## config.mk

```make
export PLATFORM = sky130hd
export DESIGN_NAME = cfs_sniffer
export DESIGN_NICKNAME = d
export VERILOG_FILES = /design/src/shared/cfs_pkg.sv /design/src/core/cfs_sniffer.sv
export SDC_FILE = /design/constraint.sdc
export NUM_CORES = 2
export LEC_CHECK = 0
export BUFFER_PORTS_ARGS = -buffer_cell sky130_fd_sc_hd__buf_2
export CAP_MARGIN = 40
export CORE_UTILIZATION = 55
export CTS_CLUSTER_SIZE = 16
export DETAILED_ROUTE_END_ITERATION = 8
export HOLD_SLACK_MARGIN = 0.12
export PLACE_DENSITY = 0.71
export SLEW_MARGIN = 20
export SYNTH_ARGS = -nofsm -noshare
export SYNTH_HDL_FRONTEND = slang
export SYNTH_SLANG_ARGS = --single-unit
```

## constraint.sdc

```tcl
create_clock -name SYS_CLK -period 15.52 [get_ports SYS_CLK]
set_input_delay 3.104 -clock SYS_CLK [delete_from_list [all_inputs] [get_ports SYS_CLK]]
set_output_delay 3.104 -clock SYS_CLK [all_outputs]
set_load 0.05 [all_outputs]
```

## src/shared/cfs_pkg.sv

```systemverilog
// cyclic frame value sniffer: shared constants, types and register map
// assumes a 100 MHz system clock and a same-clock bus receiver upstream
package cfs_pkg;
  // indication slots and frame limits
  localparam int NSLOT = 10;
  localparam int IDX_W = 8; // byte index within a frame
  localparam int REC_BYTES = 5; // float_with_status_record length
  localparam int STS_POS = 4; // status byte follows the four float bytes
  // receiver line rate, handled by the physical layer ahead of this block
  localparam int BIT_RATE_BPS = 31250;
  // register map (byte addresses), one word per slot in each bank
  localparam int RA_W = 8;
  localparam logic [1:0] BANK_CFG = 2'h0; // 0x00 + 4*slot
  localparam logic [1:0] BANK_VAL = 2'h1; // 0x40 + 4*slot
  localparam logic [1:0] BANK_STS = 2'h2; // 0x80 + 4*slot
  localparam int BANK_LSB = 6;
  localparam int SLOT_LSB = 2;
  // status word fields
  localparam int ST_VALID_BIT = 8;
  localparam int ST_FLAG_BIT = 9;
  localparam int QUAL_LSB = 6; // quality bits of the status byte
  localparam logic [1:0] QUAL_BAD = 2'h0;
  localparam logic [1:0] QUAL_UNC = 2'h1;
  // display dwell per half of a slot's turn (label, then status)
  localparam int CLK_HZ = 100_000_000;
  localparam int DWELL_MS = 2000;
  localparam int DWELL_CYC = (CLK_HZ / 1000) * DWELL_MS;
  localparam int FIFO_DEPTH = 8;
  // data types of an indication
  typedef enum logic [2:0] {
    T_FWS = 3'h0, T_FLT = 3'h1, T_U8 = 3'h2, T_U16 = 3'h3,
    T_U32 = 3'h4, T_S8 = 3'h5, T_S16 = 3'h6, T_S32 = 3'h7
  } cfs_type_e;
  // byte order handling
  typedef enum logic [1:0] {
    SW_NONE = 2'h0, SW_BYTE = 2'h1, SW_NIB = 2'h2, SW_RSV = 2'h3
  } cfs_swap_e;
  // slot configuration word, low bits of the config register
  typedef struct packed {
    cfs_swap_e swap;
    logic en;
    cfs_type_e dtype;
    logic [6:0] saddr;
    logic [7:0] off;
  } cfs_cfg_s;
  localparam int CFG_W = $bits(cfs_cfg_s);
  // one captured data byte from the receiver
  typedef struct packed {
    logic first; // first data byte of a cyclic frame
    logic last; // last data byte of the frame
    logic err; // frame check failed, valid with last
    logic [6:0] src; // slave address the frame belongs to
    logic [7:0] data;
  } cfs_rx_s;
  localparam int RX_W = $bits(cfs_rx_s);
endpackage

```

## src/core/cfs_sniffer.sv

```systemverilog
// cyclic frame value sniffer: byte FIFO and the listening core
// assumes captured frame bytes come from a receiver on SYS_CLK
//
// Contract
// - extraction starts at offset from first byte
// - record is four float bytes, one status
// - offsets count bytes from zero
// - never transmits, only listens
// - select values by slot slave address
// - optional byte and nibble swap
// - ten independent indication slots
// - receiver fixed rate voltage mode
// - decode the eight documented data types
// - flag bad or uncertain status, alternating
// - display skips disabled slots
`timescale 1ns/1ps
`default_nettype none

module cfs_fifo #(
  parameter int W = 8,
  parameter int DEPTH = 8
) (
  input wire logic clk,
  input wire logic rst_n,
  input wire logic in_valid,
  input wire logic [W-1:0] in_data,
  output logic in_ready,
  output logic out_valid,
  input wire logic out_ready,
  output logic [W-1:0] out_data
);
  localparam int PW = (DEPTH > 1) ? $clog2(DEPTH) : 1;
  localparam int CW = $clog2(DEPTH + 1);
  initial if (DEPTH < 2) $error("fifo depth below two");
  logic [W-1:0] mem [DEPTH]; // storage
  logic [PW-1:0] wr, rd, next_wr, next_rd;
  logic [CW-1:0] cnt, next_cnt;
  logic push, pop;

  // pointer and occupancy update; ready and valid are registered flags
  always_comb
  begin
    push = in_valid && in_ready;
    pop = out_valid && out_ready;
    next_wr = push ? ((wr == PW'(DEPTH - 1)) ? '0 : wr + 1'b1) : wr;
    next_rd = pop ? ((rd == PW'(DEPTH - 1)) ? '0 : rd + 1'b1) : rd;
    next_cnt = cnt + CW'(push) - CW'(pop);
  end

  always_ff @(posedge clk or negedge rst_n)
  begin
    if (!rst_n)
    begin
      wr <= '0;
      rd <= '0;
      cnt <= '0;
      in_ready <= 1'b0;
      out_valid <= 1'b0;
    end
    else
    begin
      wr <= next_wr;
      rd <= next_rd;
      cnt <= next_cnt;
      in_ready <= (next_cnt != CW'(DEPTH)); // honest full
      out_valid <= (next_cnt != '0); // honest empty
    end
  end

  // data storage, no reset needed
  always_ff @(posedge clk)
  begin
    if (push)
      mem[wr] <= in_data;
  end

  assign out_data = mem[rd];
endmodule // cfs_fifo

module cfs_sniffer #(
  parameter int NSLOT = cfs_pkg::NSLOT,
  parameter int DWELL = cfs_pkg::DWELL_CYC,
  parameter int FDEPTH = cfs_pkg::FIFO_DEPTH
) (
  input wire logic SYS_CLK,
  input wire logic RST_N,
  input wire logic [cfs_pkg::RA_W-1:0] REG_ADDR,
  input wire logic [31:0] REG_WDATA,
  input wire logic REG_WR,
  input wire logic REG_RD,
  output logic [31:0] REG_RDATA,
  input wire logic RX_VALID,
  input wire cfs_pkg::cfs_rx_s RX_BYTE,
  output logic RX_READY,
  output logic BUS_TX_OE_N,
  output logic [3:0] DISP_SLOT,
  output logic [31:0] DISP_VALUE,
  output cfs_pkg::cfs_type_e DISP_TYPE,
  output logic [7:0] DISP_STATUS,
  output logic DISP_VALID,
  output logic DISP_STATUS_ON,
  output logic DISP_NONE
);
  initial if (NSLOT < 1 || NSLOT > 16 || DWELL < 1) $error("bad sniffer parameters");
  typedef enum logic [0:0] {ST_RUN = 1'b0, ST_COMMIT = 1'b1} cfs_state_e;

  cfs_pkg::cfs_cfg_s cfg [NSLOT], next_cfg [NSLOT]; // slot settings
  logic [31:0] val [NSLOT], next_val [NSLOT]; // decoded values
  logic [7:0] sts [NSLOT], next_sts [NSLOT]; // status bytes
  logic [NSLOT-1:0] vld, next_vld, flg, next_flg; // value held, bad flag
  logic [39:0] shd [NSLOT], next_shd [NSLOT]; // bytes caught this frame
  cfs_state_e state, next_state;
  logic [cfs_pkg::IDX_W:0] idx, next_idx; // next byte index in frame
  logic [6:0] fsrc, next_fsrc; // frame source address
  logic ferr, next_ferr; // frame rejected
  logic [31:0] rdata, next_rdata;
  logic q_valid, q_ready;
  cfs_pkg::cfs_rx_s q;
  logic [3:0] dslot, next_dslot;
  logic [31:0] tmr, next_tmr;
  logic alt, next_alt;
  logic [NSLOT-1:0] en_mask;

  // byte buffer between receiver and extraction; stalls during commit
  cfs_fifo #(.W(cfs_pkg::RX_W), .DEPTH(FDEPTH)) u_fifo (
    .clk(SYS_CLK),
    .rst_n(RST_N),
    .in_valid(RX_VALID),
    .in_data(RX_BYTE),
    .in_ready(RX_READY),
    .out_valid(q_valid),
    .out_ready(q_ready),
    .out_data(q)
  );

  // bytes a type occupies in the frame
  function automatic logic [3:0] type_len(input cfs_pkg::cfs_type_e t);
    case (t)
      cfs_pkg::T_FWS: type_len = 4'(cfs_pkg::REC_BYTES);
      cfs_pkg::T_U8, cfs_pkg::T_S8: type_len = 4'h1;
      cfs_pkg::T_U16, cfs_pkg::T_S16: type_len = 4'h2;
      default: type_len = 4'h4;
    endcase
  endfunction

  // assemble, swap and extend captured bytes; byte 0 sits in b[39:32]
  function automatic logic [31:0] decode(input logic [39:0] b,
      input cfs_pkg::cfs_type_e t, input cfs_pkg::cfs_swap_e s);
    logic [31:0] r;
    logic [3:0] n;
    r = 32'h0;
    n = type_len(t);
    if (n == 4'h1)
      r = {24'h0, b[39:32]};
    else if (n == 4'h2)
      r = (s != cfs_pkg::SW_NONE) ? {16'h0, b[31:24], b[39:32]} : {16'h0, b[39:24]};
    else
      r = (s != cfs_pkg::SW_NONE) ? {b[15:8], b[23:16], b[31:24], b[39:32]} : b[39:8];
    if (s == cfs_pkg::SW_NIB)
      for (int k = 0; k < 4; k++)
        r[k*8 +: 8] = {r[k*8 +: 4], r[k*8+4 +: 4]};
    // signed types extend their sign bit
    case (t)
      cfs_pkg::T_S8: r = {{24{r[7]}}, r[7:0]};
      cfs_pkg::T_S16: r = {{16{r[15]}}, r[15:0]};
      default: r = r;
    endcase
    decode = r;
  endfunction

  // register file, frame capture and commit
  always_comb
  begin
    logic [cfs_pkg::IDX_W:0] bi;
    logic [cfs_pkg::IDX_W:0] rel;
    logic [cfs_pkg::IDX_W:0] fend;
    logic [3:0] si;
    bi = '0;
    rel = '0;
    fend = '0;
    si = REG_ADDR[cfs_pkg::SLOT_LSB +: 4];
    next_state = state;
    next_idx = idx;
    next_fsrc = fsrc;
    next_ferr = ferr;
    next_vld = vld;
    next_flg = flg;
    next_rdata = 32'h0;
    q_ready = (state == ST_RUN);
    for (int i = 0; i < NSLOT; i++)
    begin
      next_cfg[i] = cfg[i];
      next_val[i] = val[i];
      next_sts[i] = sts[i];
      next_shd[i] = shd[i];
    end
    // software writes slot settings
    if (REG_WR && REG_ADDR[1:0] == 2'h0 && 32'(si) < NSLOT
        && REG_ADDR[cfs_pkg::BANK_LSB +: 2] == cfs_pkg::BANK_CFG)
      next_cfg[si] = cfs_pkg::cfs_cfg_s'(REG_WDATA[cfs_pkg::CFG_W-1:0]);
    // read data appear in the next cycle; unmapped reads give zero
    if (REG_RD && REG_ADDR[1:0] == 2'h0 && 32'(si) < NSLOT)
    begin
      case (REG_ADDR[cfs_pkg::BANK_LSB +: 2])
        cfs_pkg::BANK_CFG: next_rdata = 32'(cfg[si]);
        cfs_pkg::BANK_VAL: next_rdata = val[si];
        cfs_pkg::BANK_STS: next_rdata = {22'h0, flg[si], vld[si], sts[si]};
        default: next_rdata = 32'h0;
      endcase
    end
    case (state)
      ST_RUN:
      begin
        // take one frame byte and copy it into every matching slot
        if (q_valid)
        begin
          bi = q.first ? '0 : idx;
          if (q.first)
          begin
            next_fsrc = q.src;
            next_ferr = 1'b0;
          end
          if (q.err || (!q.first && q.src != fsrc))
            next_ferr = 1'b1;
          if (bi != '1)
            next_idx = bi + 1'b1; // byte count from zero
          for (int i = 0; i < NSLOT; i++)
          begin
            rel = bi - (cfs_pkg::IDX_W+1)'(cfg[i].off);
            if (cfg[i].en && q.src == cfg[i].saddr && bi >= (cfs_pkg::IDX_W+1)'(cfg[i].off)
                && rel < (cfs_pkg::IDX_W+1)'(cfs_pkg::REC_BYTES))
              next_shd[i][(4 - 32'(rel[2:0]))*8 +: 8] = q.data;
          end
          if (q.last)
            next_state = ST_COMMIT;
        end
      end
      ST_COMMIT:
      begin
        // accept a value only from a whole, clean frame that covers it
        next_state = ST_RUN;
        for (int i = 0; i < NSLOT; i++)
        begin
          fend = (cfs_pkg::IDX_W+1)'(cfg[i].off) + (cfs_pkg::IDX_W+1)'(type_len(cfg[i].dtype));
          if (cfg[i].en && !ferr && fsrc == cfg[i].saddr && idx >= fend)
          begin
            next_val[i] = decode(shd[i], cfg[i].dtype, cfg[i].swap);
            next_vld[i] = 1'b1;
            if (cfg[i].dtype == cfs_pkg::T_FWS)
            begin
              next_sts[i] = shd[i][(4 - cfs_pkg::STS_POS)*8 +: 8];
              next_flg[i] = (shd[i][cfs_pkg::QUAL_LSB +: 2] == cfs_pkg::QUAL_BAD)
                || (shd[i][cfs_pkg::QUAL_LSB +: 2] == cfs_pkg::QUAL_UNC);
            end
            else
            begin
              next_sts[i] = 8'h0;
              next_flg[i] = 1'b0;
            end
          end
        end
      end
      default: next_state = ST_RUN;
    endcase
  end

  // display walk over enabled slots with label and status alternating
  always_comb
  begin
    logic found;
    logic [3:0] cand;
    found = 1'b0;
    cand = dslot;
    for (int i = 0; i < NSLOT; i++)
      en_mask[i] = cfg[i].en;
    next_tmr = tmr;
    next_alt = alt;
    next_dslot = dslot;
    if (en_mask == '0)
      next_tmr = '0;
    else if (!en_mask[dslot] || tmr == 32'(DWELL - 1))
    begin
      next_tmr = '0;
      next_alt = !alt;
      // move on after the second half, or at once if this slot was disabled
      if (alt || !en_mask[dslot])
      begin
        next_alt = 1'b0;
        for (int k = 1; k <= NSLOT; k++)
        begin
          cand = 4'((32'(dslot) + k) % NSLOT);
          if (!found && en_mask[cand])
          begin
            found = 1'b1;
            next_dslot = cand;
          end
        end
      end
    end
    else
      next_tmr = tmr + 32'h1;
  end

  // state registers
  always_ff @(posedge SYS_CLK or negedge RST_N)
  begin
    if (!RST_N)
    begin
      state <= ST_RUN;
      idx <= '0;
      fsrc <= 7'h0;
      ferr <= 1'b1;
      vld <= '0;
      flg <= '0;
      rdata <= 32'h0;
      dslot <= 4'h0;
      tmr <= 32'h0;
      alt <= 1'b0;
      for (int i = 0; i < NSLOT; i++)
      begin
        cfg[i] <= '0;
        val[i] <= 32'h0;
        sts[i] <= 8'h0;
        shd[i] <= 40'h0;
      end
    end
    else
    begin
      state <= next_state;
      idx <= next_idx;
      fsrc <= next_fsrc;
      ferr <= next_ferr;
      vld <= next_vld;
      flg <= next_flg;
      rdata <= next_rdata;
      dslot <= next_dslot;
      tmr <= next_tmr;
      alt <= next_alt;
      for (int i = 0; i < NSLOT; i++)
      begin
        cfg[i] <= next_cfg[i];
        val[i] <= next_val[i];
        sts[i] <= next_sts[i];
        shd[i] <= next_shd[i];
      end
    end
  end

  // output flops; the bus driver stays released at all times
  always_ff @(posedge SYS_CLK or negedge RST_N)
  begin
    if (!RST_N)
    begin
      REG_RDATA <= 32'h0;
      BUS_TX_OE_N <= 1'b1;
      DISP_SLOT <= 4'h0;
      DISP_VALUE <= 32'h0;
      DISP_TYPE <= cfs_pkg::T_FWS;
      DISP_STATUS <= 8'h0;
      DISP_VALID <= 1'b0;
      DISP_STATUS_ON <= 1'b0;
      DISP_NONE <= 1'b1;
    end
    else
    begin
      REG_RDATA <= next_rdata;
      BUS_TX_OE_N <= 1'b1; // listen only, receiver at fixed rate
      DISP_SLOT <= next_dslot;
      DISP_VALUE <= next_val[next_dslot];
      DISP_TYPE <= next_cfg[next_dslot].dtype;
      DISP_STATUS <= next_sts[next_dslot];
      DISP_VALID <= next_vld[next_dslot] && next_cfg[next_dslot].en;
      DISP_STATUS_ON <= next_alt && next_flg[next_dslot];
      DISP_NONE <= (en_mask == '0);
    end
  end
endmodule // cfs_sniffer

`default_nettype wire

```

Word level (Yosys, flattened, before mapping)
Memory sizes are Yosys's and may differ from the RTL's.
Index checks and enable logic that the tools add are counted.
{ "classes": {"bitwise_logic": 3, "mux": 292, "add_sub_neg": 56, "n_lt_le_gt_ge": 47, "n_eq_ne": 108, "n_shift": 20, "reduce_logical": 174, "n_div": 10} }
{ "op_table": {"columns": ["cell", "n"], "rows": [
  ["32-bit two-way mux", 57],
  ["32-bit case mux with 2 select lines", 10],
  ["40-bit bitwise mux", 10],
  ["8-bit by 34-bit variable shift with 40-bit output (first input constant)", 10],
  ["8-bit by 34-bit indexed part select with 40-bit output", 10],
  ["32-bit negator with 34-bit output", 10],
  ["32-bit by 4-bit remainder unit with 32-bit output (second input constant)", 10],
  ["320-bit two-way mux", 1],
  ["32-bit binary-select mux with 4-bit select", 2],
  ["210-bit bitwise mux", 1],
  ["210-bit two-way mux", 1],
  ["8-bit two-way mux", 24],
  ["4-bit two-way mux", 43],
  ["21-bit binary-select mux with 4-bit select", 2],
  ["16-bit two-way mux", 10],
  ["7-bit == test", 20],
  ["32-bit case mux with 3 select lines", 1],
  ["8-bit by 4-bit adder with 9-bit output", 10],
  ["9-bit by 8-bit >= comparator with 1-bit output", 10],
  ["9-bit >= comparator", 10],
  ["9-bit by 3-bit < comparator with 1-bit output (second input constant)", 10],
  ["1-bit two-way mux", 90],
  ["3-bit case mux with 3 select lines", 10],
  ["9-bit by 8-bit subtractor with 9-bit output", 10],
  ["46 further kinds", 338]
]} }
{ "totals": {"memories": 1, "wordCells": 812, "ramBits": 144, "register_bits": 1175, "in_bits": 63} }
{ "memory_table": {"columns": ["memory", "depth", "word_bits", "rd", "rd_clocked_by_memory_dff", "write_ports", "line", "text"], "rows": [
  ["u_fifo.mem", 8, 18, 1, 0, 1, "cfs_sniffer.sv:35", "logic [W-1:0] mem [DEPTH];"]
]} }

Longest topological paths before layout
{ "logic_depth": {"ltp_word": 67, "mapped_depth": 29, "depth_no_buf": 21} }

By module
A second synthesis with hierarchy kept.
{ "unflattened": {"hier_cells": 8661, "area_unflattened_um2": 84548.6} }
{ "modules_own_cells": {"columns": ["module", "cells_each", "n_inst", "seq_area_each_um2", "area_per_inst_um2"], "rows": [
  ["cfs_sniffer", 8388, 1, 29105.4, 78360.2],
  ["cfs_fifo", 273, 1, 4624.4, 6188.4]
]} }

Worst setup path after synthesis
No wires, ideal clock.
{ "synth_path": {"kind": "input to register", "startpoint": "input port REG_ADDR[2] (netlist bit)", "endpoint": "register REG_RDATA[3]", "arrival_time_ns": 5.924, "stages": 10, "setup_ns": 0.132, "path_slack_ns": 9.464, "cell_sequence": "clkbuf_1 -> clkbuf_1 -> buf_1 -> clkbuf_1 -> clkbuf_1 -> buf_1 -> mux2i_1 -> o22ai_1 -> a21oi_1 -> nor2_1"} }
{ "synth_between": {"elab_chain_cells": 6, "word_cells_on_any_way": 14, "classes_between": "1 x order compare; 11 x mux; 1 x bitwise; 1 x reduce/logical"} }
{ "synth_lines": {"columns": ["item", "line", "text"], "rows": [
  ["start, declared", "cfs_sniffer.sv:87", "input wire logic [cfs_pkg::RA_W-1:0] REG_ADDR,"],
  ["4-bit inverter with 5-bit output (not written as such)", "cfs_sniffer.sv:205, cfs_sniffer.sv:206, cfs_sniffer.sv:207", null],
  ["8-bit binary-select mux with 4-bit select, or another cell as far along", "cfs_sniffer.sv:207", "cfs_pkg::BANK_STS: next_rdata = {22'h0, flg[si], vld[si], sts[si]};"],
  ["8-bit two-way mux (not written as such), or another cell as far along (2 in a row)", "cfs_sniffer.sv:207", null],
  ["32-bit case mux with 3 select lines", "cfs_sniffer.sv:204", "case (REG_ADDR[cfs_pkg::BANK_LSB +: 2])"],
  ["32-bit two-way mux (*)", "cfs_sniffer.sv:202", "if (REG_RD && REG_ADDR[1:0] == 2'h0 && 32'(si) < NSLOT)"],
  ["via next_rdata[3]", "cfs_sniffer.sv:116", "logic [31:0] rdata, next_rdata;"],
  ["end signal, assigned", "cfs_sniffer.sv:366", "REG_RDATA <= next_rdata;"],
  ["end, declared", "cfs_sniffer.sv:91", "output logic [31:0] REG_RDATA,"]
]} }
Mark *: on every way through the listed nets, which the timed path passes. The rest lies on a longest branch. The select of a mux whose other input is x is not followed.
A chain may end at the register's enable or synchronous reset.

==> impl_metrics.ini <==
[power_and_ir_drop]
ir_drop_uv = 200
powerDensity_mw_per_mm2 = 156
power_mw = 14.4
total_leakage_power_nw = 42.4

[logic_synthesis]
synthCells = 8133
synthFlopType = dfrtp_1
synthesis.area_mm2 = 0.0840
ys_seq_area_share_pct = 40.1
synth-edff-count = 144
yosysUniqueCellTypes = 126
ys_warn_count = 0
ys_async_sr_fraction_pct = 89.1
synth_nets = 8515
syn_avg_cell_area_um2 = 10.3
ys_ff_latch = 1319

[final_layout]
multi_input_area_mm2 = 0.0475
fin_area_mm2 = 0.0925
seq_area_mm2 = 0.0337
area_growth_pct = 10.1
final_cells = 10300
drive_gt1_share_pct = 21.5
nNetsFinal = 8494
nFillCells = 12400

[setup_path]
worstSetupPathType = register to register
endpoint_kind = register
critPathBufInv = 6
start_kind = register
cp.required_ps = 16150
path_max_fanout = 96
critical_path.slowest_cell = a22oi_1
cp_data_arrival_time_ps = 9660
slowest_delay_ps = 840
crit_family = compound AO/OA/AOI/OAI gates
crit_chain = buf_4 -> inv_1 -> ha_1 -> nor2b_1 -> xnor2_2 -> nand2b_1 -> ha_1 -> nor2b_1 -> a21oi_1 -> a31oi_1 -> a2bb2oi_1 -> inv_1 -> o41ai_2 -> o211ai_1 -> a41oi_1 -> o21ai_1 -> xnor2_4 -> buf_12 -> inv_6 -> buf_4 -> mux4_2 -> a22oi_1 -> o21ai_0

[sta]
worst_pin_slew_ps = 1110
fmax_mhz = 111
slew_headroom_pct = 26.0
rsz0062_at_grt = false
slew_viol_final = 0
tns_ps = 0
setup_viol = 0
fin_skew_ps = 45.1
fin_ws_ps = 6490
min_period_ps = 9030
hold_viol = 0
final.period_utilization_pct = 58.2

[clock_network]
tritoncts = done
cts_resized = 0
ctsHtreeMaxLevel = 4
path_clk_slew_ps = 60
clockRootBuffer = clkbuf_16
cts_buffers = 147
clock-sinks = 1319
clk_latency_ps = 840
cts_setup_buffers = 0
hold_buffers = 0
clk_path_buf_depth = 3

[floorplanning]
start_util_pct = 55.4
core-area_mm2 = 0.152
die_y_um = 393
io_pins = 147
die_w_um = 393
num_rows = 143
die-area_mm2 = 0.154

[global_route]
gr-total-overflow = 0
grt_max_degree = 169
grt_pass1_wl_um = 428000
grt_pass1_vias = 64900
grt_usage_pct = 37.6
antenna_found_initial = 25

[placed_design]
place_area_mm2 = 0.0872
gp_congestion = 1.03
portBuffers = 134
dp_slack_ps = 6850
dp.cells = 9978
place_hpwl_um = 214000

[routing]
wl_um = 293000
drt_pre_antenna_iters = 8
drtIter0Drc = 8245
routed_via_density = 6.67
dr_total_vias = 68500
antenna_left = 0
drc = 0
wl_per_cell_um = 28.5

[hold_path]
hp-class = register to register

[run_status]
status = finished, final reports clean

[flow_run]
cap_violations = 0
placed cells by master, fill, tap and decap left out, types with 23 or more instances in the layout:
cell type and n:
mux2i_1 491, nor4_1 37, o21a_1 24, nor3_1 96, o31a_1 34, nand3_1 142, inv_1 220, dfrtp_1 1171
clkinv_2 23, edfxtp_1 144, clkbuf_8 31, xor2_1 157, nand4_1 53, nor2_1 604, nand2b_1 86, o22ai_1 106
buf_2 151, xnor2_1 176, mux4_2 218, nor2b_1 134, buf_4 165, a21o_1 110, o221ai_1 24, clkbuf_16 147
ha_1 308, or2_2 37, o21ai_0 541, and2_1 26, a22oi_1 84, o31ai_1 27, mux2_2 775, a311oi_1 30
a31oi_1 29, a22o_1 49, o211ai_1 45, a21oi_1 396, a211oi_1 66, nand2_1 735
registers in the layout, indices dropped and copies added (netlist names), 3 cells and up:
register,flops
shd,400
val,320
cfg,210
u_fifo.mem,144
sts,80
DISP_VALUE,32
REG_RDATA,32
tmr,32
flg,10
vld,10
idx,9
DISP_STATUS,8
fsrc,7
DISP_SLOT,4
u_fifo.cnt,4
DISP_TYPE,3
u_fifo.rd,3
u_fifo.wr,3
area by class of cell:
cell class / instances / share of cell area [%]
inverters: 232 / 0.952
repair buffers: 355 / 2.94
flip-flops and latches: 1319 / 36.5
clock buffers: 200 / 4.53
clock inverters: 64 / 0.992
diodes: 11 / 0.0297
multi-input cells: 6057 / 51.4
well taps: 2030 / 2.74
cell usage after synthesis (all sizes together), types with 117 or more instances:
| cell type | instances | area share [%] |
|---|---|---|
| dfrtp | 1173 | 35 |
| a21oi | 404 | 2.4 |
| buf | 180 | 1.1 |
| inv | 229 | 1.0 |
| mux4 | 218 | 5.8 |
| ha | 308 | 4.6 |
| nand3 | 147 | 0.90 |
| edfxtp | 144 | 5.1 |
| o21ai | 555 | 3.3 |
| clkbuf | 345 | 1.5 |
| nor2 | 612 | 2.8 |
| nor2b | 134 | 1.0 |
| mux2i | 511 | 6.1 |
| xor2 | 160 | 1.7 |
| xnor2 | 181 | 1.9 |
| nor3 | 117 | 0.79 |
| nand2 | 739 | 3.3 |
| mux2 | 788 | 11 |
kinds of logic after synthesis:
| logic type | count (synthesis) | share of synthesized area [%] |
|---|---|---|
| buf+inv | 757 | 3.64 |
| other cells | 1 | 0.00446 |
| flops | 1319 | 40.1 |
| fa+ha+maj | 326 | 4.93 |
| mux | 1517 | 22.5 |
| simple gates | 2150 | 12.2 |
| xor+xnor | 341 | 3.64 |
| compound gates | 1722 | 12.9 |
path summary, 6_finish.rpt:
check                                       to         start  cells past startpoint  slack [ps]
worst max-delay path            DISP_VALUE[27]  DISP_SLOT[1]                     23        6490
worst min-delay path                  shd[243]      shd[243]                      2         490
worst max register to register  DISP_VALUE[27]  DISP_SLOT[1]                     23        6490
worst min register to register        shd[243]      shd[243]                      2         490
max in group asynchronous             shd[185]         RST_N                      7       10660
min in group asynchronous              tmr[31]         RST_N                      1        2270
per-stage QoR:
stage | hold slack (ps) | utilization [%]
6_report | 486 | 61.0
4_1_cts | 486 | 60.8
3_5_place_dp | 468 | 57.5
2_1_floorplan | 446 | -
3_3_place_gp | 463 | 57.0
5_1_grt | 499 | 61.0
where the power goes:
part | leakage [nW] | internal, mW | switching [mW] | total, mW
Sequential | 17.4 | 3.62 | 0.152 | 3.77
Combinational | 22.5 | 2.30 | 4.68 | 6.98
Clock | 2.49 | 2.13 | 1.55 | 3.68
worst register-to-register path, stage by stage (launching register included):
cell       delay, ps
dfrtp_1          330
buf_4            430
inv_1            540
ha_1             470
nor2b_1          190
xnor2_2          690
nand2b_1         210
ha_1             230
nor2b_1          380
a21oi_1          130
a31oi_1          180
a2bb2oi_1        400
inv_1            100
o41ai_2          450
o211ai_1         160
a41oi_1          220
o21ai_1          170
xnor2_4          210
buf_12           210
inv_6            540
buf_4            860
mux4_2           630
a22oi_1          840
o21ai_0          290
metal layers:
layer | vias to the layer above | track usage, % | wire (um)
met1 | 34300 | 49.5 | 114000
met3 | 742 | 12.5 | 35400
met5 | - | 0 | 147
li1 | 29600 | - | -
met4 | 22 | 19.7 | 17400
met2 | 3863 | 55.0 | 126000
No activity file was read; power rests on OpenSTA's default activity.
